--- config.mk ---
export PLATFORM = sky130hd
export DESIGN_NAME = bso_sequencer
export DESIGN_NICKNAME = d
export VERILOG_FILES = /design/src/bso_pkg.sv /design/src/bso_gate_if.sv /design/src/bso_low_gate_shaper.sv /design/src/bso_sequencer.sv
export SDC_FILE = /design/constraint.sdc
export NUM_CORES = 1
export LEC_CHECK = 0
export CORE_MARGIN = 1
export CORE_UTILIZATION = 50
export CTS_CLUSTER_SIZE = 12
export DETAILED_ROUTE_END_ITERATION = 16
export DONT_BUFFER_PORTS = 1
export GPL_TIMING_DRIVEN = 0
export PLACE_DENSITY = 0.68
export REMOVE_ABC_BUFFERS = 1
export SLEW_MARGIN = 40
export SYNTH_ARGS = -nofsm -noshare
export SYNTH_HDL_FRONTEND = slang
export SYNTH_SLANG_ARGS = --single-unit
--- constraint.sdc ---
create_clock -name i_mclk -period 7.8 [get_ports i_mclk]
set_input_delay 1.17 -clock i_mclk [delete_from_list [all_inputs] [get_ports i_mclk]]
set_output_delay 1.17 -clock i_mclk [all_outputs]
set_load 0.1 [all_outputs]
--- src/bso_pkg.sv ---
// package: constants and types for the start-up and overcurrent sequencer
// Overview of operation
// RULE_01: start initialization when bias supply passes por
// RULE_02: hold off while enable pin held low
// RULE_03: wait fixed settling delay after enable rises
// RULE_04: low gate off, trip-set current on meanwhile
// RULE_05: counter and dac sample trip-set voltage
// RULE_06: hold sampled set point until power loss
// RULE_07: start soft-start when sample completes
// RULE_08: ramp reference in 64 equal steps
// RULE_09: enable error amp shortly after ramp start
// RULE_10: low pre-bias: switches off until ramp passes
// RULE_11: high pre-bias: switches off until ramp end
// RULE_12: re-enable repeats full init with new sample
// RULE_13: no new sample during overcurrent retries
// RULE_14: overcurrent: off, two dummy waits, one retry
// RULE_15: check current 200ns after low gate rise
// RULE_16: stretch third narrow low pulse to 425ns
// RULE_17: disable stops oscillator, both gates low
// RULE_18: overcurrent detection active during soft-start
// RULE_19: trip during retry restarts dummy waits at once
// RULE_20: all delays counted, reset returns to idle
package bso_pkg;
    localparam int unsigned CLK_HZ        = 25_000_000;
    localparam int unsigned SETTLE_US     = 6800;
    localparam int unsigned SS_US         = 6800;
    localparam int unsigned SAMPLE_MAX_US = 3400;
    localparam int unsigned BLANK_NS      = 200;
    localparam int unsigned MIN_LOW_NS    = 425;
    localparam int unsigned INIT_US       = 100;
    localparam int unsigned SETTLE_CYC    = SETTLE_US * (CLK_HZ / 1_000_000);
    localparam int unsigned SS_CYC        = SS_US * (CLK_HZ / 1_000_000);
    localparam int unsigned SAMPLE_CYC    =
        SAMPLE_MAX_US * (CLK_HZ / 1_000_000);
    localparam int unsigned INIT_CYC      = INIT_US * (CLK_HZ / 1_000_000);
    // blanking time and least time both round up
    localparam int unsigned BLANK_CYC     =
        (BLANK_NS * (CLK_HZ / 1_000_000) + 999) / 1000;
    localparam int unsigned MIN_LOW_CYC   =
        (MIN_LOW_NS * (CLK_HZ / 1_000_000) + 999) / 1000;
    localparam int unsigned SS_STEPS      = 64;
    localparam int unsigned DAC_W         = 6;
    localparam int unsigned DUMMY_RUNS    = 2;
    localparam int unsigned NARROW_LIMIT  = 3;
    localparam logic [DAC_W-1:0] DAC_FULL = 6'h3F;
    localparam logic [DAC_W-1:0] DAC_ZERO = 6'h00;

    typedef enum logic [2:0] {
        BSO_IDLE, BSO_SETTLE, BSO_SAMPLE, BSO_SOFT, BSO_RUN, BSO_DUMMY
    } bso_state_type;
endpackage : bso_pkg

--- src/bso_gate_if.sv ---
// interface: low-side gate path between sequencer and pulse shaper
interface bso_gate_if;
    logic pwm_low;    // raw low-side request
    logic allow;      // switching permitted
    logic gate_low;   // shaped low gate
    logic window;     // current check window open
    modport seq (output pwm_low, output allow, input gate_low, input window);
    modport shp (input pwm_low, input allow, output gate_low, output window);
endinterface : bso_gate_if

--- src/bso_low_gate_shaper.sv ---
// module: low-side pulse stretcher and current-check window
module bso_low_gate_shaper
    import bso_pkg::*;
(
    input  wire logic i_mclk,      // system clock
    input  wire logic i_rst,       // async reset, high
    input  wire logic i_period,    // one pulse per switching period
    bso_gate_if.shp   g            // gate path
);
    logic [7:0] width;     // cycles the gate has been high
    logic [1:0] narrow;    // consecutive narrow periods
    logic       was_wide;  // this period reached the minimum
    logic [7:0] stretch;   // forced-high cycles left
    logic       force_on;

    assign force_on   = (stretch != 8'h00);
    assign g.gate_low = g.allow & (g.pwm_low | force_on);

    // width measure; window opens after blanking, clears on the first edge after gate fall
    always_ff @(posedge i_mclk or posedge i_rst) begin
        if (i_rst) begin
            width  <= 8'h00;
            g.window <= 1'b0;
        end else if (!g.gate_low) begin
            width  <= 8'h00;
            g.window <= 1'b0;               // see RULE_15
        end else begin
            if (width != 8'hFF)
                width <= width + 8'h01;
            g.window <= (width >= 8'(BLANK_CYC - 1)); // see RULE_15
        end
    end

    // count narrow periods; force third one to minimum width
    always_ff @(posedge i_mclk or posedge i_rst) begin
        if (i_rst) begin
            narrow   <= 2'h0;
            was_wide <= 1'b0;
            stretch  <= 8'h00;
        end else begin
            if (g.gate_low && width >= 8'(MIN_LOW_CYC - 1))
                was_wide <= 1'b1;
            if (force_on)
                stretch <= stretch - 8'h01;
            if (i_period) begin
                was_wide <= 1'b0;
                if (was_wide || !g.allow) begin
                    narrow <= 2'h0;
                // two narrow periods ended: this third one is forced
                end else if (narrow == 2'(NARROW_LIMIT - 2)) begin
                    narrow  <= 2'h0;
                    stretch <= 8'(MIN_LOW_CYC); // see RULE_16
                end else begin
                    narrow <= narrow + 2'h1;
                end
            end
        end
    end
endmodule : bso_low_gate_shaper

--- src/bso_sequencer.sv ---
// module: start-up, set-point sample, soft-start and hiccup sequencer
module bso_sequencer
    import bso_pkg::*;
(
    input  wire logic                    i_mclk,      // 25 MHz clock
    input  wire logic                    i_rst,       // power-on reset
    input  wire logic                    i_por_ok,    // bias above por
    input  wire logic                    i_en_high,   // en pin above trip
    input  wire logic                    i_trip_set_pin_cmp,  // trip-set > dac
    input  wire logic                    i_oc_cmp,    // low-side over trip
    input  wire logic                    i_vout_gt_ss,// output above ramp
    input  wire logic                    i_pwm_high,  // pwm high request
    input  wire logic                    i_pwm_low,   // pwm low request
    input  wire logic                    i_period,    // period start pulse
    output logic [bso_pkg::DAC_W-1:0]    o_ss_ref,    // soft-start ref code
    output logic [bso_pkg::DAC_W-1:0]    o_oc_dac,    // held trip code
    output logic                         o_trip_set_pin_src,  // trip-set current on
    output logic                         o_ea_en,     // error amp drives pin
    output logic                         o_osc_run,   // oscillator enable
    output logic                         o_gate_high, // high-side gate
    output logic                         o_gate_low,  // low-side gate
    output logic                         o_oc_trip,   // overcurrent pulse
    output logic                         o_ss_done    // soft-start complete
);
    import bso_pkg::*;

    bso_state_type state;
    bso_state_type next_state;
    logic [17:0]   tmr;          // delay counter
    logic [17:0]   step_tmr;     // soft-start step timer
    logic          dummy_cnt;    // dummy time-outs done
    logic          real_run;     // soft-start is a real attempt
    logic          held;         // set point valid
    logic          passed_vout;  // ramp has passed pre-bias
    logic          oc_hit;
    logic          enabled;
    bso_gate_if    g ();

    // divide a span into 64 equal step intervals
    function automatic logic [17:0] step_len(input int unsigned span);
        step_len = 18'(span / SS_STEPS);
    endfunction : step_len

    assign enabled = i_por_ok & i_en_high;            // see RULE_01 RULE_02
    // detection live whenever switching, ramp included
    assign oc_hit  = g.window & i_oc_cmp;             // see RULE_15 RULE_18

    // state decision
    always_comb begin
        next_state = state;
        case (state)
            BSO_IDLE:
                if (enabled)
                    next_state = BSO_SETTLE;          // see RULE_01 RULE_02
            BSO_SETTLE:
                if (tmr == 18'(SETTLE_CYC - 1))
                    next_state = BSO_SAMPLE;          // see RULE_03
            BSO_SAMPLE:
                // higher setting counts longer before the compare flips
                if (!i_trip_set_pin_cmp || o_oc_dac == DAC_FULL ||
                    tmr == 18'(SAMPLE_CYC - 1))
                    next_state = BSO_SOFT;            // see RULE_05 RULE_07
            BSO_SOFT:
                if (oc_hit)
                    next_state = BSO_DUMMY;           // see RULE_14 RULE_19
                else if (o_ss_ref == DAC_FULL &&
                         step_tmr == step_len(SS_CYC) - 18'h1)
                    next_state = BSO_RUN;             // see RULE_08
            BSO_RUN:
                if (oc_hit)
                    next_state = BSO_DUMMY;           // see RULE_14
            BSO_DUMMY:
                // retries reuse the held set point, no resample
                if (dummy_cnt && o_ss_ref == DAC_FULL &&
                    step_tmr == step_len(SS_CYC) - 18'h1)
                    next_state = BSO_SOFT;            // see RULE_13 RULE_14
            default:
                next_state = BSO_IDLE;
        endcase
        if (!enabled)
            next_state = BSO_IDLE;                    // see RULE_12 RULE_17
    end

    // state register; reset returns to idle
    always_ff @(posedge i_mclk or posedge i_rst) begin
        if (i_rst)
            state <= BSO_IDLE;                        // see RULE_20
        else
            state <= next_state;
    end

    // delay timer for settle, sample and error-amp init
    always_ff @(posedge i_mclk or posedge i_rst) begin
        if (i_rst)
            tmr <= 18'h0;
        else if (next_state != state)
            tmr <= 18'h0;
        else if (tmr != 18'h3FFFF)
            tmr <= tmr + 18'h1;                       // see RULE_20
    end

    // soft-start ramp, used by real and dummy runs alike
    always_ff @(posedge i_mclk or posedge i_rst) begin
        if (i_rst) begin
            o_ss_ref <= DAC_ZERO;
            step_tmr <= 18'h0;
        end else if (next_state != state && next_state != BSO_RUN) begin
            // run keeps the final code; every other move restarts
            o_ss_ref <= DAC_ZERO;
            step_tmr <= 18'h0;
        end else if (state == BSO_SOFT || state == BSO_DUMMY) begin
            if (step_tmr == step_len(SS_CYC) - 18'h1) begin
                step_tmr <= 18'h0;
                if (o_ss_ref != DAC_FULL)
                    o_ss_ref <= o_ss_ref + 6'h01;     // see RULE_08
                else if (state == BSO_DUMMY)
                    o_ss_ref <= DAC_ZERO;             // see RULE_14
            end else begin
                step_tmr <= step_tmr + 18'h1;
            end
        end
    end

    // dummy time-out count: two per hiccup cycle
    always_ff @(posedge i_mclk or posedge i_rst) begin
        if (i_rst)
            dummy_cnt <= 1'b0;
        else if (state != BSO_DUMMY)
            dummy_cnt <= 1'b0;
        else if (o_ss_ref == DAC_FULL &&
                 step_tmr == step_len(SS_CYC) - 18'h1)
            dummy_cnt <= ~dummy_cnt;                  // see RULE_14
    end

    // set-point counter: climbs during sample, holds after
    always_ff @(posedge i_mclk or posedge i_rst) begin
        if (i_rst) begin
            o_oc_dac <= DAC_ZERO;
            held     <= 1'b0;
        end else if (state == BSO_SETTLE) begin
            o_oc_dac <= DAC_ZERO;                     // see RULE_12
            held     <= 1'b0;
        end else if (state == BSO_SAMPLE) begin
            if (i_trip_set_pin_cmp && o_oc_dac != DAC_FULL &&
                (tmr % step_len(SAMPLE_CYC)) == 18'h0)
                o_oc_dac <= o_oc_dac + 6'h01;         // see RULE_05
            if (next_state != BSO_SAMPLE)
                held <= 1'b1;
        end else if (!i_por_ok) begin
            held <= 1'b0;                             // see RULE_06
        end
    end

    // pre-bias tracking and real-attempt flag
    always_ff @(posedge i_mclk or posedge i_rst) begin
        if (i_rst) begin
            passed_vout <= 1'b0;
            real_run    <= 1'b0;
        end else if (state != BSO_SOFT && next_state == BSO_SOFT) begin
            passed_vout <= 1'b0;
            real_run    <= 1'b1;
        end else if (state == BSO_SOFT) begin
            if (!i_vout_gt_ss)
                passed_vout <= 1'b1;                  // see RULE_10
        end else if (state != BSO_RUN) begin
            real_run <= 1'b0;
        end
    end

    // error amp on after init interval; switching gated by pre-bias
    always_comb begin
        o_ea_en = (state == BSO_RUN) ||
                  (state == BSO_SOFT && tmr >= 18'(INIT_CYC));  // see RULE_09
        // enable gates at once, not one edge later with the state
        g.allow = enabled &&
                  ((state == BSO_RUN) ||
                   (state == BSO_SOFT && passed_vout &&
                    tmr >= 18'(INIT_CYC)));           // see RULE_10 RULE_11
        g.pwm_low = i_pwm_low & ~i_pwm_high;
    end

    // shaped low-side gate and current window
    bso_low_gate_shaper u_shaper (
        .i_mclk   (i_mclk),
        .i_rst    (i_rst),
        .i_period (i_period),
        .g        (g.shp)
    );

    // gate outputs off outside switching; trip shuts off at once
    // a stretched low pulse cuts the high side short: no shoot-through
    assign o_gate_high = g.allow & i_pwm_high & ~g.gate_low &
                         ~oc_hit;                         // see RULE_14
    assign o_gate_low  = g.gate_low & ~oc_hit;            // see RULE_04
    assign o_trip_set_pin_src  = (state == BSO_SETTLE) ||
                         (state == BSO_SAMPLE);           // see RULE_04
    assign o_osc_run   = enabled;                         // see RULE_17
    assign o_oc_trip   = oc_hit & real_run;
    assign o_ss_done   = (state == BSO_RUN) & held;
endmodule : bso_sequencer

=== After elaboration in Yosys (flattened, before gate mapping) ===
Cells that the tools add are included.

* Flip-flop bits (word level): 75
* Output and inout bits: 19
* Word-level logic and storage cells: 150

* Add/sub/neg operators: 7
* Div/mod/pow operators: 1
* $lt $le $gt $ge: 3
* Eq/ne operators: 27
* Muxes and demuxes: 44
* Bitwise gates (word level): 15
* Reduce and logical (&&, ||, !) cells: 39

{| class="wikitable"
|+ Operator list
! kind !! count
|-
| 2-to-1 mux 18 bit || 5
|-
| 2-to-1 mux 6 bit || 8
|-
| 2-to-1 mux 8 bit || 6
|-
| adder 18 x 1 -> 18 bit, second input constant || 2
|-
| 2-to-1 mux 3 bit || 7
|-
| equality test 18 x 12 -> 1 bit, second input constant || 1
|-
| equality test 18 x 17 -> 1 bit, second input constant || 1
|-
| equality test 18 bit, second input constant || 1
|-
| >= comparator 18 x 12 -> 1 bit, second input constant || 1
|-
| zero test 18 bit || 1
|-
| remainder unit 18 x 11 -> 18 bit, second input constant || 1
|-
| != test 18 bit, second input constant || 1
|-
| case mux 3 bit (6 select lines) || 1
|-
| nonzero test 2 bit || 9
|-
| 2-to-1 mux 1 bit || 15
|-
| adder 6 x 1 -> 6 bit, second input constant || 2
|-
| equality test 6 bit, second input constant || 2
|-
| logical AND 1 bit || 12
|-
| != test 3 bit, second input constant || 4
|-
| != test 6 bit, second input constant || 2
|-
| AND 1 bit || 10
|-
| equality test 3 x 2 -> 1 bit, second input constant || 3
|-
| adder 8 x 1 -> 8 bit, second input constant || 1
|-
| >= comparator 8 x 3 -> 1 bit, second input constant || 1
|-
| 22 further kinds || 39
|}

=== Depth between registers and ports, before layout ===
* Depth after elaboration: 10
* Gate-level depth with buffers: 32
* Mapped depth without buffers: 26

=== By module ===
A second synthesis with hierarchy kept.

* Cell total of the unflattened synthesis: 878
* Area total of the unflattened synthesis: 6949.2 um^2

{| class="wikitable"
|+ By module, submodules not included
! module !! instances !! cells each !! area each (um^2) !! seq. area each (um^2)
|-
| bso_sequencer || 1 || 771 || 5889.4 || 1376.3
|-
| bso_low_gate_shaper || 1 || 107 || 1059.8 || 500.5
|}

=== Least setup slack after synthesis ===
No wires, ideal clock.

* Path kind: register to register
* From: register tmr[12]
* To: register o_oc_dac[3] (netlist bit)
* Setup time: 78 ps
* Arrival time: 7774 ps
* Required time: 7722 ps
* Slack: -52 ps
* Stages on the path, launching flop included: 31
* Buffers on the path: 4
* Period minus slack after synthesis: 7852 ps
* Cell sequence: dfrtp_1 buf_4 o31a_1 o211a_4 a211oi_4 o2111ai_1 and3b_1 buf_2 o311a_4 or4_1 a21oi_2 o32ai_2 a21oi_2 mux2i_1 o311ai_4 and3_4 a211oi_2 xnor2_1 o31a_1 o41a_1 or4_1 buf_2 a211oi_4 or2_1 buf_4 o2111ai_4 nor3b_1 xnor2_1 o221ai_4 or3_1 a21oi_1

* Word-level cells in the longest chain between the ends: 5

{| class="wikitable"
|+ RTL lines
! item !! RTL line !! RTL
|-
| from (decl) || bso_sequencer.sv:29 || <nowiki>logic [17:0] tmr;</nowiki>
|-
| from (signal assigned) || bso_sequencer.sv:99 || <nowiki>tmr <= tmr + 18'h1;</nowiki>
|-
| remainder unit 18 x 11 -> 18 bit || bso_sequencer.sv:145 || <nowiki>(tmr % step_len(SAMPLE_CYC)) == 18'h0)</nowiki>
|-
| zero test 18 bit || bso_sequencer.sv:145 ||
|-
| logical AND 1 bit || bso_sequencer.sv:144 || <nowiki>if (i_trip_set_pin_cmp && o_oc_dac != DAC_FULL &&</nowiki>
|-
| nonzero test 2 bit (no source line) || n/a ||
|-
| AND reduction 2 bit (no source line) || n/a ||
|-
| to (signal assigned) || bso_sequencer.sv:146 || <nowiki>o_oc_dac <= o_oc_dac + 6'h01;</nowiki>
|-
| to (decl) || bso_sequencer.sv:16 || <nowiki>output logic [bso_pkg::DAC_W-1:0] o_oc_dac,</nowiki>
|}

Every way passes these cells.
A chain may end at the register's enable or synchronous reset.

=== Worst setup path in the final report ===
* From: register tmr[13]
* To: register o_oc_dac[1] (netlist bit)

The elaborated chain is that of the path after synthesis.

==> impl_metrics.csv <==
group,metric,value,unit
floorplan,die_area,0.0141,mm^2
routing,route.met3.wl,1010,um
place,place.gp.congestion,0.918,
logic_synthesis,synth_cell_type_count,93,
run_status,outcome,"finished, violations left",
logic_synthesis,synthAdderAreaFrac,1.65,%
critical_path,crit_path_start_kind,"flip-flop",
routing,dr_wl_met2,9310,um
timing,fin_crit,8030,ps
routing,drt_iter0_drc,749,
logic_synthesis,synth_xor_area_share,8.23,%
layout,layoutNonFillerInstCount,1105,
logic_synthesis,synth_top_area_share,27.6,%
logic_synthesis,synthTopCellsByArea,"dfrtp_1 (28%), nor2_1 (6.0%), xnor2_1 (5.0%)",
place,place_ws,-2000,ps
routing,finalWirelength,19200,um
hold_path,hp-class,"flip-flop to flip-flop",
place,place_area,0.00698,mm^2
timing,slew_headroom,48.2,%
critical_path,worst_path_most_repeated_cell,"buf_4",
global_route,antenna_found_initial,0,
routing,top_layer_used,"met4",
run_status,violations,"negative setup slack",
cts,clk_latency,330,ps
logic_synthesis,syn_area_per_cell,7.79,um^2
logic_synthesis,yosys.area.top_type,"dfrtp_1",
logic_synthesis,synth_compound_gate_area_share,27.3,%
timing,final_hold_viol_count,0,
logic_synthesis,synth_top_family_by_area,"simple AND/OR/NAND/NOR gates",
layout,drive_above_1_share,25.6,%
routing,vias,7037,
power_and_ir_drop,p_leak,3.28,nW
layout,syn_to_final_growth,24.1,%
routing,final_antenna_net_count,0,
floorplan,initial_core_util,51.4,%
logic_synthesis,ys.flop_type,"dfrtp_1",
cts,cts-root-buf,"clkbuf_16",
layout,diodes,0,
routing,drc_errors,0,
power_and_ir_drop,ir_drop,0.0849,mV
critical_path,critical-path-slowest-cell,"or4_4",
cts,htreeDepth,3,
global_route,grt_usage,26.6,%
logic_synthesis,async_reset_ff_share,100,%
layout,fin_util,63.8,%
timing,setup_viol,6,
global_route,overflow,0,
timing,rsz0062_at_grt,"true",
logic_synthesis,synth_warnings,0,
floorplan,io_pins,29,
logic_synthesis,synthCells,874,
floorplan,fp-row-count,42,
logic_synthesis,yosys.area_share.simple,28.2,%
cts,path_clk_slew,60,ps
cts,cts_tree,"done",
layout,finalNetCount,943,
routing,met1_length,8520,um
timing,setup_ws,-225,ps
layout,fin_area,0.00845,mm^2
power_and_ir_drop,p_total,1.03,mW
place,detailed_place_hpwl,11900,um
floorplan,die_y,119,um
power_and_ir_drop,power_density,122,mW/mm^2
place,dpl.cell_count,1010,
timing,period_share,103,%
timing,tightest_slew,772,ps
critical_path,r2r_setup_slack,-230,ps
critical_path,endpoint_kind,"flip-flop",
cts,cts_made_buffers,9,
layout,n_fill_cell,1084,
global_route,grt_max_degree,39,
critical_path,worstPathMaxFanout,7,
logic_synthesis,synth_edf_count,0,
logic_synthesis,synth_area,0.00681,mm^2
critical_path,critPathMaxStageDelay,480,ps
logic_synthesis,muxShareOfSynthArea,2.85,%
floorplan,die_w,119,um
global_route,grt_pass1_wl,31100,um
critical_path,path_class,"flip-flop to flip-flop",
timing,fmax,0.125,GHz
global_route,grt_pass1_vias,6499,
timing,timing.hold.ws,498,ps
cts,cts_sinks,75,
logic_synthesis,synth-seq-cells,75,
logic_synthesis,synth_common_cells,"nor2_1 (109), nand2_1 (90), dfrtp_1 (75), a21oi_1 (52), o21ai_0 (43)",
timing,skew,7.79,ps
critical_path,cp.arrival,8230,ps
routing,wire_per_inst,17.4,um
logic_synthesis,ys_seq_area_share,27.6,%
critical_path,crit_required,8010,ps
timing,tns,-1190,ps
place,io_buffer_count,0,
logic_synthesis,synth_most_common_cell,"nor2_1",
timing,slew_violations,0,
cts,hold_buffers,0,
floorplan,core_region_area,0.0132,mm^2
flow_run,drv_cap,0,
routing,drt-pass1-iter-count,6,
routing,via_per_inst,6.37,
cts,clk_path_buf_depth,2,
==> timing repair <==
item                                    4_1_cts  5_1_grt
endpoints found under the setup margin        6        6
gates resized for setup                      83       38
pin swaps                                    40       44
setup buffers                                60       19
==> kinds of logic (layout without fill, tap and decap cells) <==
family	after synthesis	after routing
and+or+nand+nor	393	393
AOI/OAI and AO/OA	247	247
DFF	75	75
buffers and inverters	69	124
xor gates and xnor gates	64	64
muxes	17	17
adders and majority gates	9	9
==> power breakdown <==
part / switching [mW] / total (mW) / internal (mW)
registers: 0.0520 / 0.477 / 0.426
clock network: 0.155 / 0.428 / 0.272
logic: 0.0727 / 0.125 / 0.0527
==> worst max-delay path: cells and delay by family, from the launching register on <==
family / cells / cell delay [ps]
AOI/OAI and AO/OA: 15 / 4200
xor gates and xnor gates: 1 / 140
buffers and inverters: 5 / 720
DFF: 1 / 440
muxes: 1 / 240
and+or+nand+nor: 8 / 2140
==> layer usage <==
| metal | global-route usage, % | vias to the layer above |
|---|---|---|
| met5 | 0 | - |
| met4 | 9.41 | 0 |
| met3 | 3.62 | 47 |
| met2 | 42.7 | 294 |
| met1 | 36.5 | 3384 |
| li1 | - | 3312 |
==> final timing paths <==
check | startpoint | end | cells past startpoint
worst max-delay path | tmr[13]$_DFFE_PP0P_ | o_oc_dac[1]$_DFFE_PP0P_ | 30
worst min-delay path | real_run$_DFFE_PP0P_ | real_run$_DFFE_PP0P_ | 2
worst max register to register | tmr[13]$_DFFE_PP0P_ | o_oc_dac[1]$_DFFE_PP0P_ | 30
worst min register to register | real_run$_DFFE_PP0P_ | real_run$_DFFE_PP0P_ | 2
max in group asynchronous | i_rst | tmr[16]$_DFFE_PP0P_ | 2
min in group asynchronous | i_rst | o_ss_ref[1]$_DFFE_PP0P_ | 1
==> flip-flops by register name, indices dropped and copies added (netlist names), 2 cells and up <==
signal	cells
step_tmr	18
tmr	18
u_shaper.stretch	8
o_oc_dac	6
o_ss_ref	6
u_shaper.narrow	2
state	3
u_shaper.width	8
==> placed cells by master (no fill, tap or decap), types with 5 or more instances in the layout <==
cell / synthesis / final
o211ai_1: 9 / 9
xnor2_1: 39 / 36
o22ai_1: 7 / 5
o21ai_1: 7 / 6
inv_1: 24 / 23
nand4_1: 16 / 16
a211oi_4: 2 / 5
clkbuf_16: 0 / 9
a31oi_1: 8 / 7
buf_6: 0 / 5
mux2i_1: 10 / 7
a211oi_2: 1 / 5
mux2_2: 5 / 5
nor2_1: 109 / 106
dfrtp_2: 0 / 17
and2_1: 14 / 11
nor2b_1: 9 / 8
nor3_1: 26 / 23
o31ai_1: 7 / 5
o21a_1: 6 / 5
buf_4: 5 / 72
a21o_1: 9 / 9
nand2_1: 90 / 88
and3_1: 10 / 7
a21oi_1: 52 / 45
ha_1: 9 / 9
nand2b_1: 15 / 14
or2_2: 5 / 5
dfrtp_1: 75 / 55
a21oi_2: 5 / 7
a21oi_4: 0 / 5
nor4_1: 19 / 18
nand3_1: 42 / 42
a211oi_1: 17 / 10
xor2_1: 25 / 24
o21ai_0: 43 / 38
or3_1: 15 / 11
==> cell type report <==
cell class | count | area, um^2 | share of cell area, %
multi-input combinational | 730 | 5200 | 61.6
sequential | 75 | 1910 | 22.6
timing repair buffer | 83 | 706 | 8.35
clock buffer | 12 | 267 | 3.15
tap | 176 | 220 | 2.60
inverter | 25 | 100 | 1.18
clock inverter | 4 | 47.5 | 0.562
Power figures use the tool's default switching activity.
